File: src/rtl/ccp_regs.svh
/*
  Register offsets, field positions, mode codes and counts of the
  capture/compare/PWM unit. Assumes a byte-wide register port with a
  two-bit address; holds definitions only.
*/
`ifndef CCP_REGS_SVH
`define CCP_REGS_SVH

// Register offsets on the byte port
`define CCP_OFS_VALUE_LOW   2'h0
`define CCP_OFS_VALUE_HIGH  2'h1
`define CCP_OFS_CONTROL     2'h2
`define CCP_OFS_STATUS      2'h3

// Control register fields and reset value
`define CCP_CTRL_RESET      8'h00
`define CCP_CTRL_MODE_MSB   3
`define CCP_CTRL_DUTY_MSB   5
`define CCP_CTRL_DUTY_LSB   4

// Status register fields
`define CCP_STAT_FLAG       0
`define CCP_STAT_ENABLE     1

// Mode select codes
`define CCP_MODE_OFF        4'h0
`define CCP_MODE_RESERVED   4'h1
`define CCP_MODE_CMP_TOGGLE 4'h2
`define CCP_MODE_CAP_CAN    4'h3
`define CCP_MODE_CAP_FALL   4'h4
`define CCP_MODE_CAP_RISE   4'h5
`define CCP_MODE_CAP_RISE4  4'h6
`define CCP_MODE_CAP_RISE16 4'h7
`define CCP_MODE_CMP_HIGH   4'h8
`define CCP_MODE_CMP_LOW    4'h9
`define CCP_MODE_CMP_SOFT   4'hA
`define CCP_MODE_CMP_TRIG   4'hB

// Capture prescale counts
`define CCP_PRESCALE_4      4'h3
`define CCP_PRESCALE_16     4'hF

`endif

File: src/rtl/ccp_pkg.sv
/*
  Types shared by the capture/compare/PWM unit.
  Assumes ccp_regs.svh supplies the numeric codes.
*/
package ccp_pkg;

  // Operating class decoded from the mode field
  typedef enum logic [2:0] {
    KIND_OFF,
    KIND_RESERVED,
    KIND_CAPTURE,
    KIND_COMPARE,
    KIND_PWM
  } mode_kind_t;

endpackage : ccp_pkg

File: src/rtl/ccp_capture_events.sv
/*
  Capture event source: synchronises pin and received-message pulse,
  detects edges and applies the capture prescaler.
  Assumes pin inputs are asynchronous to i_clk.
*/
`include "ccp_regs.svh"

module ccp_capture_events (
  input  wire logic       i_clk,
  input  wire logic       i_rst,
  input  wire logic       i_ce,
  input  wire logic       i_pin,
  input  wire logic       i_can_rx,
  input  wire logic       i_can_sel,
  input  wire logic [3:0] i_mode,
  input  wire logic       i_clear,
  output logic            o_event
);
  logic [2:0] pin_s;       // Two sync stages plus history
  logic [2:0] can_s;       // Two sync stages plus history
  logic [3:0] pre_cnt;     // Prescaler counter
  logic [3:0] next_pre_cnt;
  logic       src_rise;
  logic       src_fall;
  logic [3:0] limit;

  // Edge detection on stages two and three only
  always_comb begin
    src_rise = 1'b0;
    src_fall = 1'b0;
    if (i_can_sel) begin
      src_rise = can_s[1] & ~can_s[2];
    end else begin
      src_rise = pin_s[1] & ~pin_s[2];
      src_fall = ~pin_s[1] & pin_s[2];
    end
  end

  always_comb begin
    limit        = 4'h0;
    o_event      = 1'b0;
    next_pre_cnt = pre_cnt;
    case (i_mode)
      `CCP_MODE_CAP_FALL:   o_event = src_fall;
      `CCP_MODE_CAP_RISE:   o_event = src_rise;
      `CCP_MODE_CAP_CAN:    o_event = src_rise;
      `CCP_MODE_CAP_RISE4:  limit = `CCP_PRESCALE_4;
      `CCP_MODE_CAP_RISE16: limit = `CCP_PRESCALE_16;
      default:              limit = 4'h0;
    endcase
    if (limit != 4'h0 && src_rise) begin
      o_event      = (pre_cnt >= limit);
      next_pre_cnt = (pre_cnt >= limit) ? 4'h0 : pre_cnt + 4'h1;
    end
    // clear when off or not capturing
    if (i_clear) begin
      next_pre_cnt = 4'h0;
    end
  end

  always_ff @(posedge i_clk or posedge i_rst) begin
    if (i_rst) begin
      pin_s   <= 3'h0;
      can_s   <= 3'h0;
      pre_cnt <= 4'h0;
    end else if (i_ce) begin
      pin_s   <= {pin_s[1:0], i_pin};
      can_s   <= {can_s[1:0], i_can_rx};
      pre_cnt <= next_pre_cnt;
    end
  end
endmodule : ccp_capture_events

File: src/rtl/ccp_pwm_gen.sv
/*
  PWM output latch: set at period end if the new duty is non-zero, cleared when the buffered duty
  matches the extended time base. Assumes time-base inputs are on i_clk.
*/
module ccp_pwm_gen #(
  parameter int DUTY_W = 10
) (
  input  wire logic              i_clk,
  input  wire logic              i_rst,
  input  wire logic              i_ce,
  input  wire logic              i_active,
  input  wire logic              i_period_end,
  input  wire logic [DUTY_W-1:0] i_tb_count,
  input  wire logic [DUTY_W-1:0] i_duty_new,
  input  wire logic [7:0]        i_duty_high,
  output logic                   o_level
);
  logic [1:0] low_latch;      // Buffered duty low bits
  logic [1:0] next_low_latch;
  logic       next_level;
  logic [DUTY_W-1:0] tb_next; // Time base one step ahead

  // Clear one step early: high time equals duty
  assign tb_next = i_tb_count + {{(DUTY_W-1){1'b0}}, 1'b1};

  always_comb begin
    next_low_latch = low_latch;
    next_level     = o_level;
    if (!i_active) begin
      // latch low when not in PWM
      next_level = 1'b0;
    end else if (i_period_end) begin
      next_low_latch = i_duty_new[1:0];
      next_level     = (i_duty_new != '0);
    end else if ({i_duty_high, low_latch} == tb_next) begin
      next_level = 1'b0;
    end
  end

  // State registers
  always_ff @(posedge i_clk or posedge i_rst) begin
    if (i_rst) begin
      low_latch <= 2'h0;
      o_level   <= 1'b0;
    end else if (i_ce) begin
      low_latch <= next_low_latch;
      o_level   <= next_level;
    end
  end
endmodule : ccp_pwm_gen

File: src/rtl/ccp_unit.sv
/*
  Capture/compare/PWM unit: 16-bit value register, control register,
  capture from pin or received-message pulse, compare against timer one
  or three, special event trigger and a 10-bit PWM output latch.
  Assumes a byte register port on I_CLK, timer counts and PWM time base
  on I_CLK, and an external port direction bit for the shared pin.
  Timer counts are compared unsynchronised: the source must share
  I_CLK. A capture-to-capture mode change keeps the prescaler count
  and raises a false flag; software writes zero first. The high
  value byte is read-only in PWM mode.
*/
// The register offsets and the plain strobed port were left to the implementer.
// Notes on behaviour
// - Prescaler counter cleared when off or not capturing
// - Direct prescaler switch may flag, keeps count
// - Message received edge causes timestamp capture
// - Timestamp select swaps pin for message signal
// - Compare value continuously against selected timer
// - Match drives pin high, low, toggles, holds
// - Match sets flag with pin action
// - Control zero forces compare latch low
// - Software mode only sets flag, pin untouched
// - Special trigger resets selected timer pair
// - Special trigger starts conversion when converter enabled
// - Trigger reset never sets timer overflow flag
// - PWM output with ten-bit duty resolution
// - Control zero forces PWM latch low
// - PWM cycle is period with high-time duty
// - Capture mode codes select edge and prescale
// - Compare mode codes select pin action
// - Zero off, one reserved, 11xx PWM
// - Capture sets flag, overwrites unread value
`include "ccp_regs.svh"

module ccp_unit
  import ccp_pkg::*;
#(
  parameter int DUTY_W = 10
) (
  input  wire logic              I_CLK,
  input  wire logic              I_RST,
  input  wire logic              I_CE,
  input  wire logic [1:0]        I_ADDR,
  input  wire logic [7:0]        I_WDATA,
  input  wire logic              I_WR,
  input  wire logic              I_RD,
  output logic      [7:0]        O_RDATA,
  input  wire logic              I_CAP_PIN,
  input  wire logic              I_CAN_RX_EVENT,
  input  wire logic              I_CAN_TS_SELECT,
  input  wire logic              I_TIMER_THREE_SEL,
  input  wire logic [15:0]       I_TIMER_ONE_COUNT,
  input  wire logic [15:0]       I_TIMER_THREE_COUNT,
  input  wire logic              I_AD_ENABLED,
  input  wire logic              I_PWM_PERIOD_END,
  input  wire logic [DUTY_W-1:0] I_PWM_TB_COUNT,
  output logic                   O_PIN,
  output logic                   O_FLAG,
  output logic                   O_IRQ,
  output logic                   O_TIMER_ONE_CLEAR,
  output logic                   O_TIMER_THREE_CLEAR,
  output logic                   O_AD_START
);

  // Software-visible registers and compare state
  // Flag itself is the O_FLAG register
  logic [7:0]  value_low;      // Value register low byte
  logic [7:0]  value_high;     // Value register high byte
  logic [5:0]  unit_control;   // Duty low bits and mode
  logic        flag_en;        // Interrupt enable bit
  logic        cmp_latch;      // Compare output latch
  logic        match_q;        // Previous match level

  // Next values
  // Registered outputs included
  logic [7:0]  next_value_low;
  logic [7:0]  next_value_high;
  logic [5:0]  next_unit_control;
  logic        next_flag;
  logic        next_flag_en;
  logic        next_cmp_latch;
  logic        next_match_q;
  logic [7:0]  next_rdata;
  logic        next_irq;
  logic        next_t1_clr;
  logic        next_t3_clr;
  logic        next_ad_start;

  // Decoded and derived signals
  // Combinational only, no state
  logic [3:0]  mode;           // Mode select field
  mode_kind_t  kind;           // Operating class
  logic [15:0] timer_sel;      // Selected time base
  logic [15:0] value_word;     // Full 16-bit value
  logic        match;          // Compare equality level
  logic        match_rise;     // First cycle of a match
  logic        cap_event;      // Capture event pulse
  logic        pwm_level;      // PWM latch level
  logic        wr_ctrl;        // Control write this cycle
  logic        pre_clear;      // Prescaler clear request
  logic        mode_switch;    // Direct capture-mode change
  logic        pwm_on;         // PWM active

  // Mode field of the control
  assign mode       = unit_control[`CCP_CTRL_MODE_MSB:0];
  // Value as one word
  assign value_word = {value_high, value_low};
  // Control write strobe
  assign wr_ctrl    = I_WR && (I_ADDR == `CCP_OFS_CONTROL);
  // PWM latch owns the pin
  assign pwm_on     = (kind == KIND_PWM);

  // mode class decode
  // Reserved code acts like off
  always_comb begin
    case (mode)
      `CCP_MODE_OFF:        kind = KIND_OFF;
      `CCP_MODE_RESERVED:   kind = KIND_RESERVED;
      // Capture codes
      `CCP_MODE_CAP_CAN,
      `CCP_MODE_CAP_FALL,
      `CCP_MODE_CAP_RISE,
      `CCP_MODE_CAP_RISE4,
      `CCP_MODE_CAP_RISE16: kind = KIND_CAPTURE;
      // Compare codes
      `CCP_MODE_CMP_TOGGLE,
      `CCP_MODE_CMP_HIGH,
      `CCP_MODE_CMP_LOW,
      `CCP_MODE_CMP_SOFT,
      `CCP_MODE_CMP_TRIG:   kind = KIND_COMPARE;
      // Every 11xx code is PWM
      default:              kind = KIND_PWM;
    endcase
  end

  always_comb begin
    // Counts share I_CLK, no synchroniser
    timer_sel  = I_TIMER_THREE_SEL ? I_TIMER_THREE_COUNT : I_TIMER_ONE_COUNT;
    match      = (kind == KIND_COMPARE) && (value_word == timer_sel);
    // one action per match, timer on this clock
    match_rise = match && !match_q;
  end

  // Capture-mode to capture-mode change without passing off
  // Leaving through off stays quiet
  always_comb begin
    mode_switch = wr_ctrl && (kind == KIND_CAPTURE)
                  && (I_WDATA[`CCP_CTRL_MODE_MSB:0] != mode)
                  && (I_WDATA[`CCP_CTRL_MODE_MSB:2] == 2'h1
                      || I_WDATA[`CCP_CTRL_MODE_MSB:0] == `CCP_MODE_CAP_CAN);
    pre_clear   = (kind != KIND_CAPTURE);
  end

  // Capture event source with prescaler
  // Counter held clear outside capture
  ccp_capture_events u_events (
    .i_clk     (I_CLK),
    .i_rst     (I_RST),
    .i_ce      (I_CE),
    .i_pin     (I_CAP_PIN),
    .i_can_rx  (I_CAN_RX_EVENT),
    .i_can_sel (I_CAN_TS_SELECT),
    .i_mode    (mode),
    .i_clear   (pre_clear),
    .o_event   (cap_event)
  );

  // PWM output latch
  // Duty word: low byte, two bits
  ccp_pwm_gen #(
    .DUTY_W (DUTY_W)
  ) u_pwm (
    .i_clk        (I_CLK),
    .i_rst        (I_RST),
    .i_ce         (I_CE),
    .i_active     (pwm_on),
    .i_period_end (I_PWM_PERIOD_END),
    .i_tb_count   (I_PWM_TB_COUNT),
    .i_duty_new   ({value_low, unit_control[`CCP_CTRL_DUTY_MSB:`CCP_CTRL_DUTY_LSB]}),
    .i_duty_high  (value_high),
    .o_level      (pwm_level)
  );

  // Register writes, capture and PWM reload of the value
  always_comb begin
    next_value_low    = value_low;
    next_value_high   = value_high;
    next_unit_control = unit_control;
    next_flag_en      = flag_en;
    // Software byte writes
    // Writes land on the next edge
    if (I_WR) begin
      case (I_ADDR)
        `CCP_OFS_VALUE_LOW:  next_value_low = I_WDATA;
        // High byte read-only while in PWM
        `CCP_OFS_VALUE_HIGH: next_value_high = pwm_on ? value_high : I_WDATA;
        `CCP_OFS_CONTROL:    next_unit_control = I_WDATA[5:0];
        `CCP_OFS_STATUS:     next_flag_en = I_WDATA[`CCP_STAT_ENABLE];
        default:             next_flag_en = flag_en;
      endcase
    end
    // Capture wins over a byte write
    // capture overwrites any unread value
    if (kind == KIND_CAPTURE && cap_event) begin
      next_value_low  = timer_sel[7:0];
      next_value_high = timer_sel[15:8];
    end
    // Reload wins over everything
    // duty high byte buffered at period end
    if (pwm_on && I_PWM_PERIOD_END) begin
      next_value_high = value_low;
    end
  end

  // Interrupt flag: hardware set wins over software clear
  always_comb begin
    next_flag = O_FLAG;
    // Software clears by writing one
    if (I_WR && I_ADDR == `CCP_OFS_STATUS && I_WDATA[`CCP_STAT_FLAG]) begin
      next_flag = 1'b0;
    end
    if (kind == KIND_CAPTURE && cap_event) begin
      next_flag = 1'b1;
    end
    // match sets flag with the pin action
    if (match_rise) begin
      next_flag = 1'b1;
    end
    // false flag on direct prescaler switch
    if (mode_switch) begin
      next_flag = 1'b1;
    end
    // flag reaches processor only when enabled
    next_irq = next_flag && next_flag_en;
  end

  // Compare output latch and match history
  always_comb begin
    next_cmp_latch = cmp_latch;
    next_match_q   = match;
    // Later steps take priority
    // pin action on match
    if (match_rise) begin
      case (mode)
        `CCP_MODE_CMP_TOGGLE: next_cmp_latch = ~cmp_latch;
        `CCP_MODE_CMP_HIGH:   next_cmp_latch = 1'b1;
        `CCP_MODE_CMP_LOW:    next_cmp_latch = 1'b0;
        `CCP_MODE_CMP_SOFT:   next_cmp_latch = cmp_latch;
        default:              next_cmp_latch = cmp_latch;
      endcase
    end
    // A control write of a drive mode or of zero overrides a match
    // Initial level when a drive mode is written
    if (wr_ctrl) begin
      case (I_WDATA[`CCP_CTRL_MODE_MSB:0])
        `CCP_MODE_CMP_HIGH: next_cmp_latch = 1'b0;
        `CCP_MODE_CMP_LOW:  next_cmp_latch = 1'b1;
        default:            next_cmp_latch = next_cmp_latch;
      endcase
      if (I_WDATA == `CCP_CTRL_RESET) begin
        next_cmp_latch = 1'b0;
      end
    end
  end

  // Special event trigger pulses
  always_comb begin
    // Idle low between matches
    next_t1_clr   = 1'b0;
    next_t3_clr   = 1'b0;
    next_ad_start = 1'b0;
    if (match_rise && mode == `CCP_MODE_CMP_TRIG) begin
      next_t1_clr   = !I_TIMER_THREE_SEL;
      next_t3_clr   = I_TIMER_THREE_SEL;
      next_ad_start = I_AD_ENABLED;
    end
  end

  // Read data for the cycle after the strobe
  always_comb begin
    // Zero outside a read cycle
    next_rdata = 8'h00;
    if (I_RD) begin
      case (I_ADDR)
        `CCP_OFS_VALUE_LOW:  next_rdata = value_low;
        `CCP_OFS_VALUE_HIGH: next_rdata = value_high;
        // Reserved control bits read zero
        `CCP_OFS_CONTROL:    next_rdata = {2'h0, unit_control};
        `CCP_OFS_STATUS:     next_rdata = {6'h00, flag_en, O_FLAG};
        default:             next_rdata = 8'h00;
      endcase
    end
  end

  // Register update; all state frozen while I_CE low
  always_ff @(posedge I_CLK or posedge I_RST) begin
    if (I_RST) begin
      // Unit off, pin and pulses low
      value_low           <= 8'h00;
      value_high          <= 8'h00;
      unit_control        <= 6'h00;
      flag_en             <= 1'b0;
      cmp_latch           <= 1'b0;
      match_q             <= 1'b0;
      O_RDATA             <= 8'h00;
      O_PIN               <= 1'b0;
      O_FLAG              <= 1'b0;
      O_IRQ               <= 1'b0;
      O_TIMER_ONE_CLEAR   <= 1'b0;
      O_TIMER_THREE_CLEAR <= 1'b0;
      O_AD_START          <= 1'b0;
    end else if (I_CE) begin
      // Each register takes its next value
      value_low           <= next_value_low;
      value_high          <= next_value_high;
      unit_control        <= next_unit_control;
      flag_en             <= next_flag_en;
      cmp_latch           <= next_cmp_latch;
      match_q             <= next_match_q;
      O_RDATA             <= next_rdata;
      O_PIN               <= pwm_on ? pwm_level : next_cmp_latch;
      O_FLAG              <= next_flag;
      O_IRQ               <= next_irq;
      O_TIMER_ONE_CLEAR   <= next_t1_clr;
      O_TIMER_THREE_CLEAR <= next_t3_clr;
      O_AD_START          <= next_ad_start;
    end
  end

endmodule : ccp_unit

File: config.mk
export PLATFORM = sky130hd
export DESIGN_NAME = ccp_unit
export DESIGN_NICKNAME = d
export VERILOG_FILES = /design/src/rtl/ccp_pkg.sv /design/src/rtl/ccp_capture_events.sv /design/src/rtl/ccp_pwm_gen.sv /design/src/rtl/ccp_unit.sv
export VERILOG_INCLUDE_DIRS = /design/src /design/src/rtl
export SDC_FILE = /design/constraint.sdc
export NUM_CORES = 1
export LEC_CHECK = 0
export BUFFER_PORTS_ARGS = -buffer_cell sky130_fd_sc_hd__buf_4
export CAP_MARGIN = 40
export CORE_MARGIN = 5
export CORE_UTILIZATION = 30
export CTS_CLUSTER_SIZE = 30
export DETAILED_ROUTE_END_ITERATION = 10
export PLACE_DENSITY = 0.56
export SLEW_MARGIN = 20
export SYNTH_ARGS = -nofsm -noshare
export SYNTH_HDL_FRONTEND = slang
export SYNTH_SLANG_ARGS = --single-unit
File: constraint.sdc
create_clock -name I_CLK -period 5.2 [get_ports I_CLK]
set_clock_uncertainty 0.1 [all_clocks]
set_input_delay 0.78 -clock I_CLK [delete_from_list [all_inputs] [get_ports I_CLK]]
set_output_delay 0.78 -clock I_CLK [all_outputs]
set_load 0.005 [all_outputs]
Word level (Yosys, flattened, before mapping)
Memory sizes are Yosys's and may differ from the RTL's.
Index checks and enable logic that the tools add are counted.

storage, ports and cells
  latch bits = 0
  input bits = 63
  register bits = 52
  bits in writable memories = 0
  bits in read-only memories = 48
  memories = 1
  output and inout bits = 14

memories
  memory            depth  bits a word  rd ports  clocked after memory_dff  write ports  RTL line         source
  (name not given)  16     3            1         0                         0            ccp_unit.sv:116  case (mode)

operators by class
  multipliers = 0
  add/sub/neg operators = 2
  equality and inequality tests = 25
  bitwise logic cells = 7
  reductions and logical operators = 32
  order comparisons = 1
  div/mod/pow operators = 0
  multiplexer cells = 37
  shift-type cells = 0

operators with widths
  operator                                                                count
  8-bit 2-to-1 mux                                                        9
  8-bit one-hot mux with 4 select lines                                   1
  4-bit equality test (second input constant)                             5
  1-bit 2-to-1 mux                                                        19
  16-bit equality test                                                    1
  4-bit by 3-bit equality test with 1-bit output (second input constant)  4
  16-bit 2-to-1 mux                                                       1
  1-bit logical AND                                                       13
  4-bit by 2-bit equality test with 1-bit output (second input constant)  3
  4-bit 2-to-1 mux                                                        3
  10-bit by 1-bit adder with 10-bit output (second input constant)        1
  10-bit equality test                                                    1
  10-bit nonzero test                                                     1
  3-bit AND reduction                                                     3
  8-bit zero test                                                         1
  4-bit one-hot mux with 2 select lines                                   1
  3-bit by 2-bit equality test with 1-bit output (second input constant)  2
  3-bit by 2-bit != test with 1-bit output (second input constant)        2
  2-bit nonzero test                                                      3
  3-bit nonzero test                                                      2
  4-bit by 1-bit adder with 4-bit output (second input constant)          1
  2-bit by 1-bit equality test with 1-bit output (second input constant)  2
  2-bit equality test (second input constant)                             2
  4-bit greater-or-equal comparator                                       1
  other kinds (14)                                                        22

Logic depth before layout (Yosys ltp)
  depth after elaboration = 10
  depth in mapped cells = 12

Cells and area by module
Synthesis repeated with hierarchy kept, for this count alone.

second synthesis, totals
  cells, all modules = 415
  area total of the unflattened synthesis = 3701.0 um^2

by module, submodules not included
  module              instances  cells each  area an instance (um^2)
  ccp_unit            1          283         2555.0
  ccp_capture_events  1          63          638.1
  ccp_pwm_gen         1          69          508.0

Least setup slack after synthesis
Ideal clock, no wire load.

  path kind = reg-to-reg
  from = register unit_control[0]
  to = register value_high[7]
  slack = 2265 ps
  data required time = 4975 ps
  arrival time = 2710 ps
  clock period less this slack = 2935 ps
  path buffers = 1
  setup time = 125 ps
  cell stages (with the launch flop) = 13
  cells stage by stage = dfrtp_1 -> inv_1 -> ha_1 -> nor2_1 -> nor2_1 -> ha_1 -> nand2b_1 -> a2111oi_0 -> o21ai_1 -> clkbuf_1 -> a31oi_1 -> o31ai_1 -> mux2_2

on the way
  word-level cells in the longest chain between the ends = 8
  elaborated cells on any way between the ends = 23
  those cells by class = 1 x order compare; 8 x eq/ne; 5 x mux; 8 x reduce/logical; 1 x memory

ends and longest elaborated chain
  item                                                                                       RTL line         source
  start, declared                                                                            ccp_unit.sv:69   logic [5:0] unit_control;
  start signal, assigned                                                                     ccp_unit.sv:316  unit_control <= next_unit_control;
  parallel branches: the longest is 8 deep, another holds 4-bit greater-or-equal comparator  -
  end signal, assigned                                                                       ccp_unit.sv:315  value_high <= next_value_high;
  end, declared                                                                              ccp_unit.sv:68   logic [7:0] value_high;

Several ways; the timed one is not identified.
A chain may end at the register's enable or synchronous reset.

Final worst setup path
  from = register unit_control[0]
  to = register value_low[2]

on the way
  word-level cells in the longest chain between the ends = 8
  elaborated cells on any way between the ends = 19
  those cells by class = 1 x order compare; 6 x eq/ne; 4 x mux; 7 x reduce/logical; 1 x memory

ends and longest elaborated chain
  item                                                                                       RTL line         source
  parallel branches: the longest is 5 deep, another holds 4-bit greater-or-equal comparator  -
  1-bit logical AND (*)                                                                      ccp_unit.sv:204  if (kind == KIND_CAPTURE && cap_event) begin
  2-bit nonzero test (no line)                                                               -
  3-bit AND reduction (no line)                                                              -
  end signal, assigned                                                                       ccp_unit.sv:314  value_low <= next_value_low;
  end, declared                                                                              ccp_unit.sv:67   logic [7:0] value_low;

Mark *: on every way between the ends.

==> results.json <==
{
  "synth.area.top_cells": "dfrtp_1 (35%), mux2_2 (7.0%), mux2i_1 (6.7%)",
  "maxCapViolations": 0,
  "overflow": 0,
  "dpl.hpwl_um": 8320,
  "post-route-drc-count": 0,
  "clkSlewWorstSetupHoldPaths_ns": 0.08,
  "gp_congestion": 0.833,
  "hold_ws_ns": 0.387,
  "drive_above_1_share_pct": 26.6,
  "ys_seq_elements": 52,
  "crit_path_start": "unit_control[0]",
  "rr_endpoint": "value_low[2]",
  "hold_violations": 0,
  "ys.flop_type": "dfrtp_1",
  "syn_avg_cell_area_um2": 9.73,
  "cts_tree": "built",
  "relSlewSlack_pct": 52.6,
  "cts_hold_buf": 0,
  "crit_required_ns": 5.32,
  "synth-edff-count": 0,
  "synth_xor_area_share_pct": 7.32,
  "die_h_um": 121,
  "numCtsBuffers": 5,
  "rows": 40,
  "start_util_pct": 30.7,
  "grt_usage_pct": 14.7,
  "fin_crit_ns": 3.44,
  "crit_end": "value_low[2]",
  "die_x_um": 121,
  "slew_violations": 0,
  "avgRoutedWirePerCell_um": 17.5,
  "port_buffers": 76,
  "clkLatencyLatePin_ns": 0.30,
  "arrival_ns": 3.56,
  "critPathMaxFanout": 19,
  "finalSetupViolCount": 0,
  "root_buffer": "clkbuf_16",
  "cp-end-kind": "register",
  "hp-class": "register to register",
  "final_nets": 520,
  "drtIter0Drc": 351,
  "cts_resized": 0,
  "synth_cells": 381,
  "routed_wl_um": 10800,
  "mostFrequentLayoutCells": "buf_4 (78), dfrtp_1 (52), mux2i_1 (25)",
  "setup.worst_path.class": "register to register",
  "cp-start-kind": "register",
  "fmax_mhz": 291,
  "reg2reg_setup_slack_ns": 1.76,
  "ir_drop_mv": 0.144,
  "synth_top_family_by_area": "compound AO/OA/AOI/OAI gates",
  "coreArea_mm2": 0.0121,
  "async_reset_ff_share_pct": 100,
  "synth-compound-area-share_pct": 19.0,
  "ys_warn_count": 0,
  "rsz0062_at_grt": "no",
  "grt_pass1_wl_um": 17200,
  "antenna_found_initial": 0,
  "synth.distinct_cells": 60,
  "synthesis.area_mm2": 0.00371,
  "cts_buffer_depth": 2,
  "io_pins": 77,
  "fin_crit_sh_pct": 66.1,
  "cts_htree_levels": 2,
  "yosys.area_share.simple_pct": 16.3,
  "first_global_vias": 3150,
  "grt_max_degree": 33,
  "synthAdderAreaFrac_pct": 3.37,
  "antenna_cells_inserted": 0,
  "power_density_mw_per_mm2": 347,
  "tightest_slew_ns": 0.711,
  "p_leak_nw": 1.97,
  "synth_top_area_cell": "dfrtp_1",
  "postCtsSetupRepairBufs": 0,
  "synthMuxAreaShare_pct": 15.0,
  "synthToLayoutAreaGrowth_pct": 24.1,
  "dr_total_vias": 3128,
  "die_area_mm2": 0.0147,
  "cts_sinks": 52,
  "synth_fp_nets": 454,
  "rr_worst_depth": 12,
  "drtAntennaViolNets": 0,
  "routed_via_density": 5.08,
  "tns_ns": 0,
  "ys_seq_area_share_pct": 35.1,
  "reg2reg_from": "unit_control[0]",
  "synth_top_area_share_pct": 35.1,
  "outcome": "finished, final reports clean",
  "drt-pass1-iter-count": 4,
  "final_common_cell": "buf_4"
}
==> sequential cells by signal, indices dropped and copies added, names as in the netlist, 2 cells and up <==
register and cells:
u_pwm.low_latch 2, u_events.can_s 3, u_events.pin_s 3, value_low 8, O_RDATA 8, unit_control 6
u_events.pre_cnt 4, value_high 8
==> how the worst min path moves through the flow <==
stage,start,end,slack [ns],depth (start not counted)
after floorplan,match_q,match_q,0.35,2
after detailed placement,match_q,match_q,0.37,2
after CTS,match_q,match_q,0.39,2
after global placement,match_q,match_q,0.36,2
after global routing,u_events.can_s[2],u_events.can_s[2],0.42,1
final,match_q,match_q,0.39,2
==> report_power, final <==
group	total, W	internal (W)	switching (W)
clock	0.000378	0.000227	0.000151
sequential	0.000672	0.000504	0.000168
combinational	0.000548	0.000298	0.000250
total	0.00160	0.00103	0.000569
==> final cells by class <==
type                       count  area, µm²
multi-input combinational    294       2260
clock buffer                   6        129
inverter                      15       56.3
sequential                    52       1300
tap                          168        210
clock inverter                 2       35.0
fill                        1189       7460
timing repair buffer          79        606
==> synth_stat cells (all sizes together), types with 3 or more instances <==
cell type / instances
a2bb2oi: 7
and4: 9
xor2: 8
nor2b: 7
xnor2: 23
mux2i: 25
nand2: 23
nor4: 6
nor3: 3
a211oi: 3
a21o: 3
clkbuf: 15
a22o: 3
mux2: 23
buf: 5
o2bb2ai: 14
o21ai: 16
a21oi: 13
o31ai: 11
nand3: 15
nor2: 18
a31oi: 11
nand2b: 5
dfrtp: 52
ha: 10
inv: 15
==> through the flow <==
stage               instance area (µm²)  worst slack [ns]  utilization (%)  std cells  total power [W]
floorplan                          3710              2.26                -        381          0.00101
global placement                   4420              1.84             36.6        607          0.00121
detailed placement                 4440              1.77             36.8        608          0.00123
CTS                                4600              1.75             38.1        616          0.00160
global route                       4600              1.51             38.1        616          0.00169
finish                             4600              1.76             38.1        616          0.00160
==> cell families after synthesis <==
kind of cell             after synthesis
adder cells (fa/ha/maj)               10
buffers and inverters                 35
multiplexers                          50
AND/OR/NAND/NOR                      105
flip-flops                            52
AO/OA/AOI/OAI                         98
XOR/XNOR                              31
==> critical path, cell delays in order, from the launching register on <==
cell	delay, ns
dfrtp_1	0.45
inv_1	0.11
ha_1	0.24
nor2_1	0.16
nor2_1	0.08
ha_1	0.27
nand2b_1	0.14
a2111oi_0	0.55
o21ai_1	0.14
buf_4	0.22
a31oi_1	0.57
a2bb2oi_1	0.15
o2bb2ai_1	0.17
==> metal layers <==
metal	up-vias	global-route usage, %	wire [µm]
met1	1477	20.8	5160
met2	79	23.8	5040
met4	0	3.36	99
met5	-	0	0
li1	1565	-	-
met3	7	2.19	510
No activity file was read; power rests on OpenSTA's default activity.
